<file path="src/hw/clcu_pkg.sv">
// Shared constants and carriers for the control-link command unit driver.
// Assumes a 250 MHz system clock and a token link of byte and
// terminator tokens, nine bits each.
package clcu_pkg;
   // Token layout: bit 8 set marks a terminator, bits 7:0 carry data
   localparam int        TOK_W        = 9;
   localparam int        TOK_CTRL_BIT = 8;
   localparam logic [7:0] TOK_EOP     = 8'h00;
   localparam logic [7:0] TOK_EOM     = 8'h01;

   // Timing
   localparam int CLK_PERIOD_NS  = 4;
   localparam int LINK_PERIOD_NS = 48;
   localparam int LINK_DIV       = LINK_PERIOD_NS / CLK_PERIOD_NS;
   localparam int LINK_HALF      = LINK_DIV / 2;

   // Command codes; values are plain defaults, not taken from any part
   localparam logic [7:0] CMD_START     = 8'h00;
   localparam logic [7:0] CMD_RESET     = 8'h01;
   localparam logic [7:0] CMD_IDENTIFY  = 8'h02;
   localparam logic [7:0] CMD_PEEK      = 8'h03;
   localparam logic [7:0] CMD_POKE      = 8'h04;
   localparam logic [7:0] CMD_RECOVER   = 8'h05;
   localparam logic [7:0] CMD_FAULT_ACK = 8'h06;
   localparam logic [7:0] HS_FLIP       = 8'h80;

   // Packet geometry
   localparam int HDR_BYTES = 2;
   localparam int MAX_PARM  = 6;
   localparam int TX_SLOTS  = HDR_BYTES + 1 + MAX_PARM + 1;
   localparam int FIFO_DEPTH = 4;

   typedef struct packed {
      logic [15:0] label;
      logic [7:0]  code;
      logic [2:0]  nparm;
      logic [47:0] parm;
   } clcu_cmd_t;

   typedef struct packed {
      logic       ctrl;
      logic [7:0] data;
   } clcu_tok_t;
endpackage

</file>
<file path="src/hw/clcu_ctrl.sv">
// Controller side of a serial control link: sends command packets to a
// packet switch control unit and collects its replies.
// Assumes the far end keeps to the acknowledge and handshake protocol.
//
// What this block does
// - Byte after the header is the command code, parameters follow.
// - Body runs until an end-of-packet or end-of-message token.
// - Header then end-of-packet is an acknowledge; others are data.
// - No new data packet before the previous one is acknowledged.
// - Protocol-recover may be sent while an acknowledge is outstanding.
// - No new command before the previous one is handshaken.
// - Protocol-recover, Reset and Fault-acknowledge may be sent while a handshake waits.
// - Controller acknowledges every data packet it receives.
// - Command header labels are always two bytes.
// - Controller should send Start first to each device; the user must issue it, this block does not.
// - Reset may cut, fail or suppress a pending handshake; tolerate it.
`timescale 1ns/10ps

module clcu_fifo #(
   parameter int W = 9,
   parameter int D = 4
) (
   input  wire logic         sys_clk,
   input  wire logic         sys_rst,
   input  wire logic         in_valid,
   output logic              in_ready,
   input  wire logic [W-1:0] in_data,
   output logic              out_valid,
   input  wire logic         out_ready,
   output logic [W-1:0]      out_data
);
   localparam int AW = $clog2(D);
   logic [W-1:0] mem_r [D];
   logic [AW-1:0] wr_r;
   logic [AW-1:0] rd_r;
   logic [AW:0]   cnt_r;
   wire           push = in_valid & in_ready;
   wire           pop  = out_valid & out_ready;

   assign in_ready  = (cnt_r != (AW+1)'(D));
   assign out_valid = (cnt_r != '0);
   assign out_data  = mem_r[rd_r];

   always_ff @(posedge sys_clk) begin
      if (push) begin
         mem_r[wr_r] <= in_data;
      end
   end

   always_ff @(posedge sys_clk) begin
      if (sys_rst) begin
         wr_r  <= '0;
         rd_r  <= '0;
         cnt_r <= '0;
      end else begin
         if (push) wr_r <= (wr_r == AW'(D-1)) ? '0 : wr_r + 1'b1;
         if (pop)  rd_r <= (rd_r == AW'(D-1)) ? '0 : rd_r + 1'b1;
         cnt_r <= cnt_r + (AW+1)'(push) - (AW+1)'(pop);
      end
   end
endmodule // clcu_fifo

module clcu_ctrl (
   input  wire logic              sys_clk,
   input  wire logic              sys_rst,
   input  wire logic              cmd_valid,
   output logic                   cmd_ready,
   input  wire clcu_pkg::clcu_cmd_t cmd,
   output logic                   rsp_valid,
   input  wire logic              rsp_ready,
   output clcu_pkg::clcu_tok_t    rsp,
   output logic                   ack_wait,
   output logic                   hs_wait,
   output logic                   rx_overrun,
   output logic                   lnk_tx_clk,
   output clcu_pkg::clcu_tok_t    lnk_tx_tok,
   input  wire logic              lnk_tx_credit,
   input  wire logic              lnk_rx_clk,
   input  wire clcu_pkg::clcu_tok_t lnk_rx_tok,
   output logic                   lnk_rx_credit
);
   localparam int SLOTS = clcu_pkg::TX_SLOTS;

   // Synchronisers for everything arriving from the link
   logic                rxc_s1_r, rxc_s2_r, rxc_s3_r;
   clcu_pkg::clcu_tok_t tok_s1_r, tok_s2_r;
   logic                crd_s1_r, crd_s2_r;

   always_ff @(posedge sys_clk) begin
      if (sys_rst) begin
         rxc_s1_r <= 1'b0;
         rxc_s2_r <= 1'b0;
         rxc_s3_r <= 1'b0;
         tok_s1_r <= '0;
         tok_s2_r <= '0;
         crd_s1_r <= 1'b0;
         crd_s2_r <= 1'b0;
      end else begin
         rxc_s1_r <= lnk_rx_clk;
         rxc_s2_r <= rxc_s1_r;
         rxc_s3_r <= rxc_s2_r;
         tok_s1_r <= lnk_rx_tok;
         tok_s2_r <= tok_s1_r;
         crd_s1_r <= lnk_tx_credit;
         crd_s2_r <= crd_s1_r;
      end
   end

   // Receive parsing
   logic [1:0]  rx_pos_r;
   logic [7:0]  hs_code_r;
   logic [15:0] label_r;
   logic        ack_owed_r, ack_wait_r, hs_wait_r, overrun_r;
   logic        fifo_in_ready;

   wire rx_stb   = rxc_s2_r & ~rxc_s3_r;
   wire rx_ctrl  = tok_s2_r.ctrl;
   wire rx_body  = rx_stb & (rx_pos_r >= 2'd2);
   wire rx_first = rx_stb & (rx_pos_r == 2'd2);
   wire is_ack   = rx_first & rx_ctrl
                   & (tok_s2_r.data == clcu_pkg::TOK_EOP);
   wire rx_push  = rx_body & ~is_ack;
   wire data_end = rx_push & rx_ctrl;
   wire hs_hit   = rx_first & ~rx_ctrl & hs_wait_r
                   & (tok_s2_r.data == hs_code_r);

   always_ff @(posedge sys_clk) begin
      if (sys_rst) begin
         rx_pos_r <= 2'd0;
      end else if (rx_stb) begin
         if (rx_ctrl) rx_pos_r <= 2'd0;
         else if (rx_pos_r != 2'd3) rx_pos_r <= rx_pos_r + 2'd1;
      end
   end

   // Replies go to the user through the buffer; the credit throttles the
   // device, but sync latency means a fast device may still overrun it.
   clcu_fifo #(.W(clcu_pkg::TOK_W), .D(clcu_pkg::FIFO_DEPTH)) u_rx_fifo (
      .sys_clk   (sys_clk),
      .sys_rst   (sys_rst),
      .in_valid  (rx_push),
      .in_ready  (fifo_in_ready),
      .in_data   (tok_s2_r),
      .out_valid (rsp_valid),
      .out_ready (rsp_ready),
      .out_data  (rsp)
   );
   assign lnk_rx_credit = fifo_in_ready;

   // Transmit side
   clcu_pkg::clcu_tok_t tx_buf_r [SLOTS];
   clcu_pkg::clcu_tok_t fill [SLOTS];
   logic [3:0]          tx_len_r, tx_idx_r, div_r;
   logic                tx_busy_r, clk_hi_r;
   clcu_pkg::clcu_tok_t tx_tok_r;

   wire is_recover = (cmd.code == clcu_pkg::CMD_RECOVER);
   wire is_reset   = (cmd.code == clcu_pkg::CMD_RESET);
   wire is_hs_pkt  = (cmd.code == clcu_pkg::CMD_FAULT_ACK);
   wire ack_ok     = ~ack_wait_r | is_recover;
   wire hs_ok      = ~hs_wait_r | is_recover | is_reset | is_hs_pkt;
   wire tx_free    = ~tx_busy_r & ~ack_owed_r;
   wire load_ack   = ~tx_busy_r & ack_owed_r;
   wire load_cmd   = tx_free & cmd_valid & ack_ok & hs_ok;
   wire div_zero   = (div_r == 4'd0);
   wire tx_go      = tx_busy_r & div_zero & crd_s2_r;

   assign cmd_ready = tx_free & ack_ok & hs_ok;

   // Header low byte first, code, parameters low first, end-of-message
   always_comb begin
      for (int i = 0; i < SLOTS; i++) begin
         fill[i] = '0;
      end
      fill[0] = '{1'b0, load_ack ? label_r[7:0] : cmd.label[7:0]};
      fill[1] = '{1'b0, load_ack ? label_r[15:8] : cmd.label[15:8]};
      if (load_ack) begin
         fill[2] = '{1'b1, clcu_pkg::TOK_EOP};
      end else begin
         fill[2] = '{1'b0, cmd.code};
         for (int k = 0; k < clcu_pkg::MAX_PARM; k++) begin
            if (3'(k) < cmd.nparm) begin
               fill[3+k] = '{1'b0, cmd.parm[8*k +: 8]};
            end else if (3'(k) == cmd.nparm) begin
               fill[3+k] = '{1'b1, clcu_pkg::TOK_EOM};
            end
         end
         if (cmd.nparm >= 3'(clcu_pkg::MAX_PARM)) begin
            fill[SLOTS-1] = '{1'b1, clcu_pkg::TOK_EOM};
         end
      end
   end

   wire [2:0] nparm_c = (cmd.nparm > 3'(clcu_pkg::MAX_PARM))
                        ? 3'(clcu_pkg::MAX_PARM) : cmd.nparm;

   always_ff @(posedge sys_clk) begin
      if (load_ack | load_cmd) begin
         for (int i = 0; i < SLOTS; i++) begin
            tx_buf_r[i] <= fill[i];
         end
      end
   end

   always_ff @(posedge sys_clk) begin
      if (sys_rst) begin
         tx_busy_r <= 1'b0;
         tx_len_r  <= 4'd0;
         tx_idx_r  <= 4'd0;
      end else if (load_ack) begin
         tx_busy_r <= 1'b1;
         tx_len_r  <= 4'd3;
         tx_idx_r  <= 4'd0;
      end else if (load_cmd) begin
         tx_busy_r <= 1'b1;
         tx_len_r  <= 4'd4 + 4'(nparm_c);
         tx_idx_r  <= 4'd0;
      end else if (tx_go) begin
         tx_idx_r <= tx_idx_r + 4'd1;
         if (tx_idx_r == tx_len_r - 4'd1) tx_busy_r <= 1'b0;
      end
   end

   // Link clock made by dividing the system clock; it idles low
   always_ff @(posedge sys_clk) begin
      if (sys_rst) begin
         div_r    <= 4'd0;
         clk_hi_r <= 1'b0;
         tx_tok_r <= '0;
      end else begin
         div_r <= (div_r == 4'(clcu_pkg::LINK_DIV - 1)) ? 4'd0 : div_r + 4'd1;
         if (tx_go) begin
            clk_hi_r <= 1'b1;
            tx_tok_r <= tx_buf_r[tx_idx_r];
         end else if (div_r == 4'(clcu_pkg::LINK_HALF)) begin
            clk_hi_r <= 1'b0;
         end
      end
   end
   assign lnk_tx_clk = clk_hi_r;
   assign lnk_tx_tok = tx_tok_r;

   // Protocol state; a hardware set wins over a same-cycle clear
   always_ff @(posedge sys_clk) begin
      if (sys_rst) begin
         ack_owed_r <= 1'b0;
         ack_wait_r <= 1'b0;
         hs_wait_r  <= 1'b0;
         overrun_r  <= 1'b0;
         hs_code_r  <= 8'h00;
         label_r    <= 16'h0000;
      end else begin
         ack_owed_r <= data_end | (ack_owed_r & ~load_ack);
         ack_wait_r <= load_cmd | (ack_wait_r & ~is_ack);
         overrun_r  <= overrun_r | (rx_push & ~fifo_in_ready);
         if (load_cmd) begin
            label_r <= cmd.label;
         end
         // A Reset re-arms the wait, so a lost earlier handshake is moot
         if (load_cmd & ~is_hs_pkt) begin
            hs_wait_r <= 1'b1;
            hs_code_r <= cmd.code ^ clcu_pkg::HS_FLIP;
         end else if (hs_hit) begin
            hs_wait_r <= 1'b0;
         end
      end
   end
   assign ack_wait   = ack_wait_r;
   assign hs_wait    = hs_wait_r;
   assign rx_overrun = overrun_r;
endmodule // clcu_ctrl

</file>
<file path="config.mk">
export PLATFORM = sky130hd
export DESIGN_NAME = clcu_ctrl
export DESIGN_NICKNAME = d
export VERILOG_FILES = /design/src/hw/clcu_pkg.sv /design/src/hw/clcu_ctrl.sv
export SDC_FILE = /design/constraint.sdc
export NUM_CORES = 1
export LEC_CHECK = 0
export ABC_AREA = 0
export BUFFER_PORTS_ARGS = -buffer_cell sky130_fd_sc_hd__buf_4
export CAP_MARGIN = 20
export CORE_MARGIN = 4
export CORE_UTILIZATION = 59
export CTS_BUF_LIST = sky130_fd_sc_hd__clkbuf_8
export DETAILED_ROUTE_END_ITERATION = 8
export HOLD_SLACK_MARGIN = 0.12
export PLACE_DENSITY = 0.86
export SYNTH_ARGS = -nofsm -noshare
export SYNTH_HDL_FRONTEND = slang
export SYNTH_SLANG_ARGS = --single-unit
</file>
<file path="constraint.sdc">
create_clock -name sys_clk -period 4.5 [get_ports sys_clk]
set_clock_uncertainty 0.15 [all_clocks]
set_input_delay 0.225 -clock sys_clk [delete_from_list [all_inputs] [get_ports sys_clk]]
set_output_delay 0.225 -clock sys_clk [all_outputs]
set_load 0.01 [all_outputs]
</file>
==> summary.txt <==
Status
  • Status: finished, final reports clean

GRT
  • Total congestion overflow: 0
  • Antenna violations before repair: 1
  • Tot GR Track Use: 29.5%
  • Global-route wire length before repair: 36.9 mm
  • Largest net degree at the start of global routing: 81
  • Vias in the first global route: 6829

Die
  • Starting density of the core: 60.2%
  • Core area: 13900 um2
  • Die width: 127 um
  • # rows: 43
  • Die area: 16200 um2
  • I/O pins: 115
  • Die Y: 127 um

Clocking
  • Setup bufs post-CTS: 0
  • CTS H-tree depth: 1
  • Skew-Pair Late Insertion Delay: 0.56 ns
  • Root buffer cell: clkbuf_8
  • CTS tree: built
  • PostCTS Resize Cnt: 0
  • Total CTS buffers: 31
  • Clock Sinks: 201
  • Clock slew seen by the registers of the worst setup and hold paths: 0.07 ns
  • Clock Tree Buf Depth: 3

Timing
  • FMAX: 0.289 GHz
  • Worst-margin pin slew: 1.04 ns
  • Setup TNS: 0 ns
  • Slew headroom: 30.6%
  • Fin. Hold Viols: 0
  • RSZ-0062 raised after global routing: no
  • Final min period: 3.46 ns
  • Slew Viols, Final: 0
  • # setup viols final: 0
  • Tcrit/Tclk final: 76.8%

Logic synthesis
  • Ys async rst share: 0%
  • Yosys top cell by area: edfxtp_1
  • Top cell type's share of synthesized area: 41.5%
  • Top cells by count, synth: edfxtp_1 (116), dfxtp_1 (85), nor2_1 (68), nand2_1 (64), and2_1 (48)
  • Mapped Avg Cell Area: 12.5 um2
  • Flops & latches, synth: 201
  • Seq/Total Area, Yosys: 61.8%
  • Most instantiated library cell after synthesis: edfxtp_1
  • Primary FF master, synth: edfxtp_1
  • Post-Syn Instances: 673
  • Syn Std Cell Area: 8390 um2
  • Synth top area cells: edfxtp_1 (41%), dfxtp_1 (20%), mux4_2 (7.2%)
  • Netlist cell types: 45
  • Yosys Warn Count: 0
  • Post-synth EDFFs: 116
  • Mapped Nets: 778

Final layout
  • Finished Layout Cells: 1119
  • FILL cells: 661
  • Nets: 1018
  • Area grow syn2layout: 34.9%
  • Register Area: 5180 um2
  • Area of the multi-input gates: 3000 um2
  • Layout cells sized above 1: 21.9%

Place
  • Buffers on Ports: 114
  • Placed wire-length estimate: 12.4 mm
  • Dpl cells: 934
  • RePlAce Congestion: 0.863

Routing
  • Vias per inst: 5.89
  • TritonRoute pass-1 iters: 5
  • Routed wire length: 23.9 mm
  • Starting DRT DRC Count: 774
  • Via Count: 6594
  • DRC errors left: 0
  • Detail Route Antenna Nets: 0
  • WL/cell: 21.4 um

Min path
  • Worst hold-check path type: in -> reg

Critical path
  • Worst Path Required: 4.78 ns
  • CP Class: reg -> reg
  • Data arrival, critical path: 3.74 ns
  • CP Capture Type: register
  • Critical-path maximum fanout: 23
  • Setup crit start kind: register

Power and ir drop
  • Peak VDD IR: 0.000265 V
  • P per Cell Area: 394 nW/um2
  • Leakage: 4.55 nW

Flow run
  • Max Cap Viol: 0
-- routing by layer --
| layer | track usage, % | part of all wire (%) |
|---|---|---|
| met2 | 52.5 | 52 |
| met1 | 34.8 | 34 |
| met4 | 13.4 | 4.8 |
| met3 | 5.23 | 8.7 |
| met5 | 0 | 0 |
-- placed cells by master (no fill, tap or decap), types with 4 or more instances in the layout --
| cell | instances |
|---|---|
| a211oi_1 | 9 |
| a21oi_1 | 27 |
| and2_1 | 48 |
| and3_1 | 8 |
| buf_4 | 118 |
| clkbuf_8 | 38 |
| clkinv_2 | 5 |
| dfxtp_1 | 85 |
| dlygate4sd3_1 | 125 |
| edfxtp_1 | 116 |
| ha_1 | 14 |
| inv_1 | 31 |
| mux2i_1 | 29 |
| mux4_2 | 27 |
| nand2_1 | 63 |
| nand2b_1 | 5 |
| nand4_1 | 4 |
| nor2_1 | 68 |
| nor2b_1 | 28 |
| nor3_1 | 15 |
| o21ai_0 | 13 |
| xnor2_1 | 15 |
| xor2_1 | 5 |
-- state kept, by name (all words and copies together), names as in the netlist, 4 cells and up, named ones only --
register and flops:
div_r 4, hs_code_r 8, label_r 16, lnk_tx_tok 9, tok_s1_r 9, tok_s2_r 8
tx_buf_r 80, tx_idx_r 4, tx_len_r 4, u_rx_fifo.mem_r 36
-- kinds of logic (layout without fill, tap and decap cells) --
family / after synthesis / after routing / share of synthesized area, %
compound gates: 60 / 60 / 4.61
mux: 57 / 57 / 10.8
buf+inv: 59 / 324 / 2.77
simple gates: 261 / 261 / 15.6
other cells: 0 / 1 / 0
fa+ha+maj: 15 / 15 / 2.33
xor+xnor: 20 / 20 / 2.09
flops: 201 / 201 / 61.8
-- critical path: stages, from the launching register on --
cell and delay [ns]:
dfxtp_1 0.38, nand2b_1 0.80, buf_4 0.35, inv_1 0.17, nor2_1 0.66, o21a_1 0.24
dlygate4sd3_1 0.56
-- repair_timing --
action                                 in CTS  in global routing
endpoints found under the hold margin     142                  0
setup endpoints to repair                   0                  0
hold buffers                              125                  0
-- area by class of cell --
type | instances | area share [%]
tap | 180 | 1.99
inverter | 22 | 0.729
timing repair buffer | 244 | 19.1
sequential | 201 | 45.8
clock buffer | 38 | 4.62
clock inverter | 20 | 1.22
multi-input combinational | 413 | 26.5
antenna | 1 | 0.0221
-- stage by stage --
stage	hold WS (ns)	util, %	total power (W)	area [um2]	worst slack, ns
floorplan	0.203	-	0.00255	8390	0.536
finish	0.276	81.2	0.00446	11300	1.04
CTS	0.232	81.0	0.00441	11300	1.27
detailed placement	0.277	67.3	0.00276	9370	1.61
global placement	0.282	67.3	0.00273	9370	1.72
global route	0.299	81.2	0.00462	11300	0.919
-- power breakdown --
group,switching [W],total (W),internal [W],leakage [nW]
clock network,0.000723,0.00160,0.000878,0.374
logic,0.000305,0.000664,0.000359,2.39
registers,0.000100,0.00220,0.00210,1.79
-- worst paths after layout --
| kind | startpoint | end | slack (ns) | cells after the start |
|---|---|---|---|---|
| hold / removal | cmd_valid | tx_busy_r | 0.28 | 4 |
| hold reg to reg | tok_s1_r[6] | tok_s2_r[6] | 0.29 | 1 |
| setup reg to reg | tx_busy_r | tx_buf_r[5][0] | 1.04 | 6 |
| setup / recovery | tx_busy_r | tx_buf_r[5][0] | 1.04 | 6 |
Note: power is estimated with default switching activity, not from simulation.
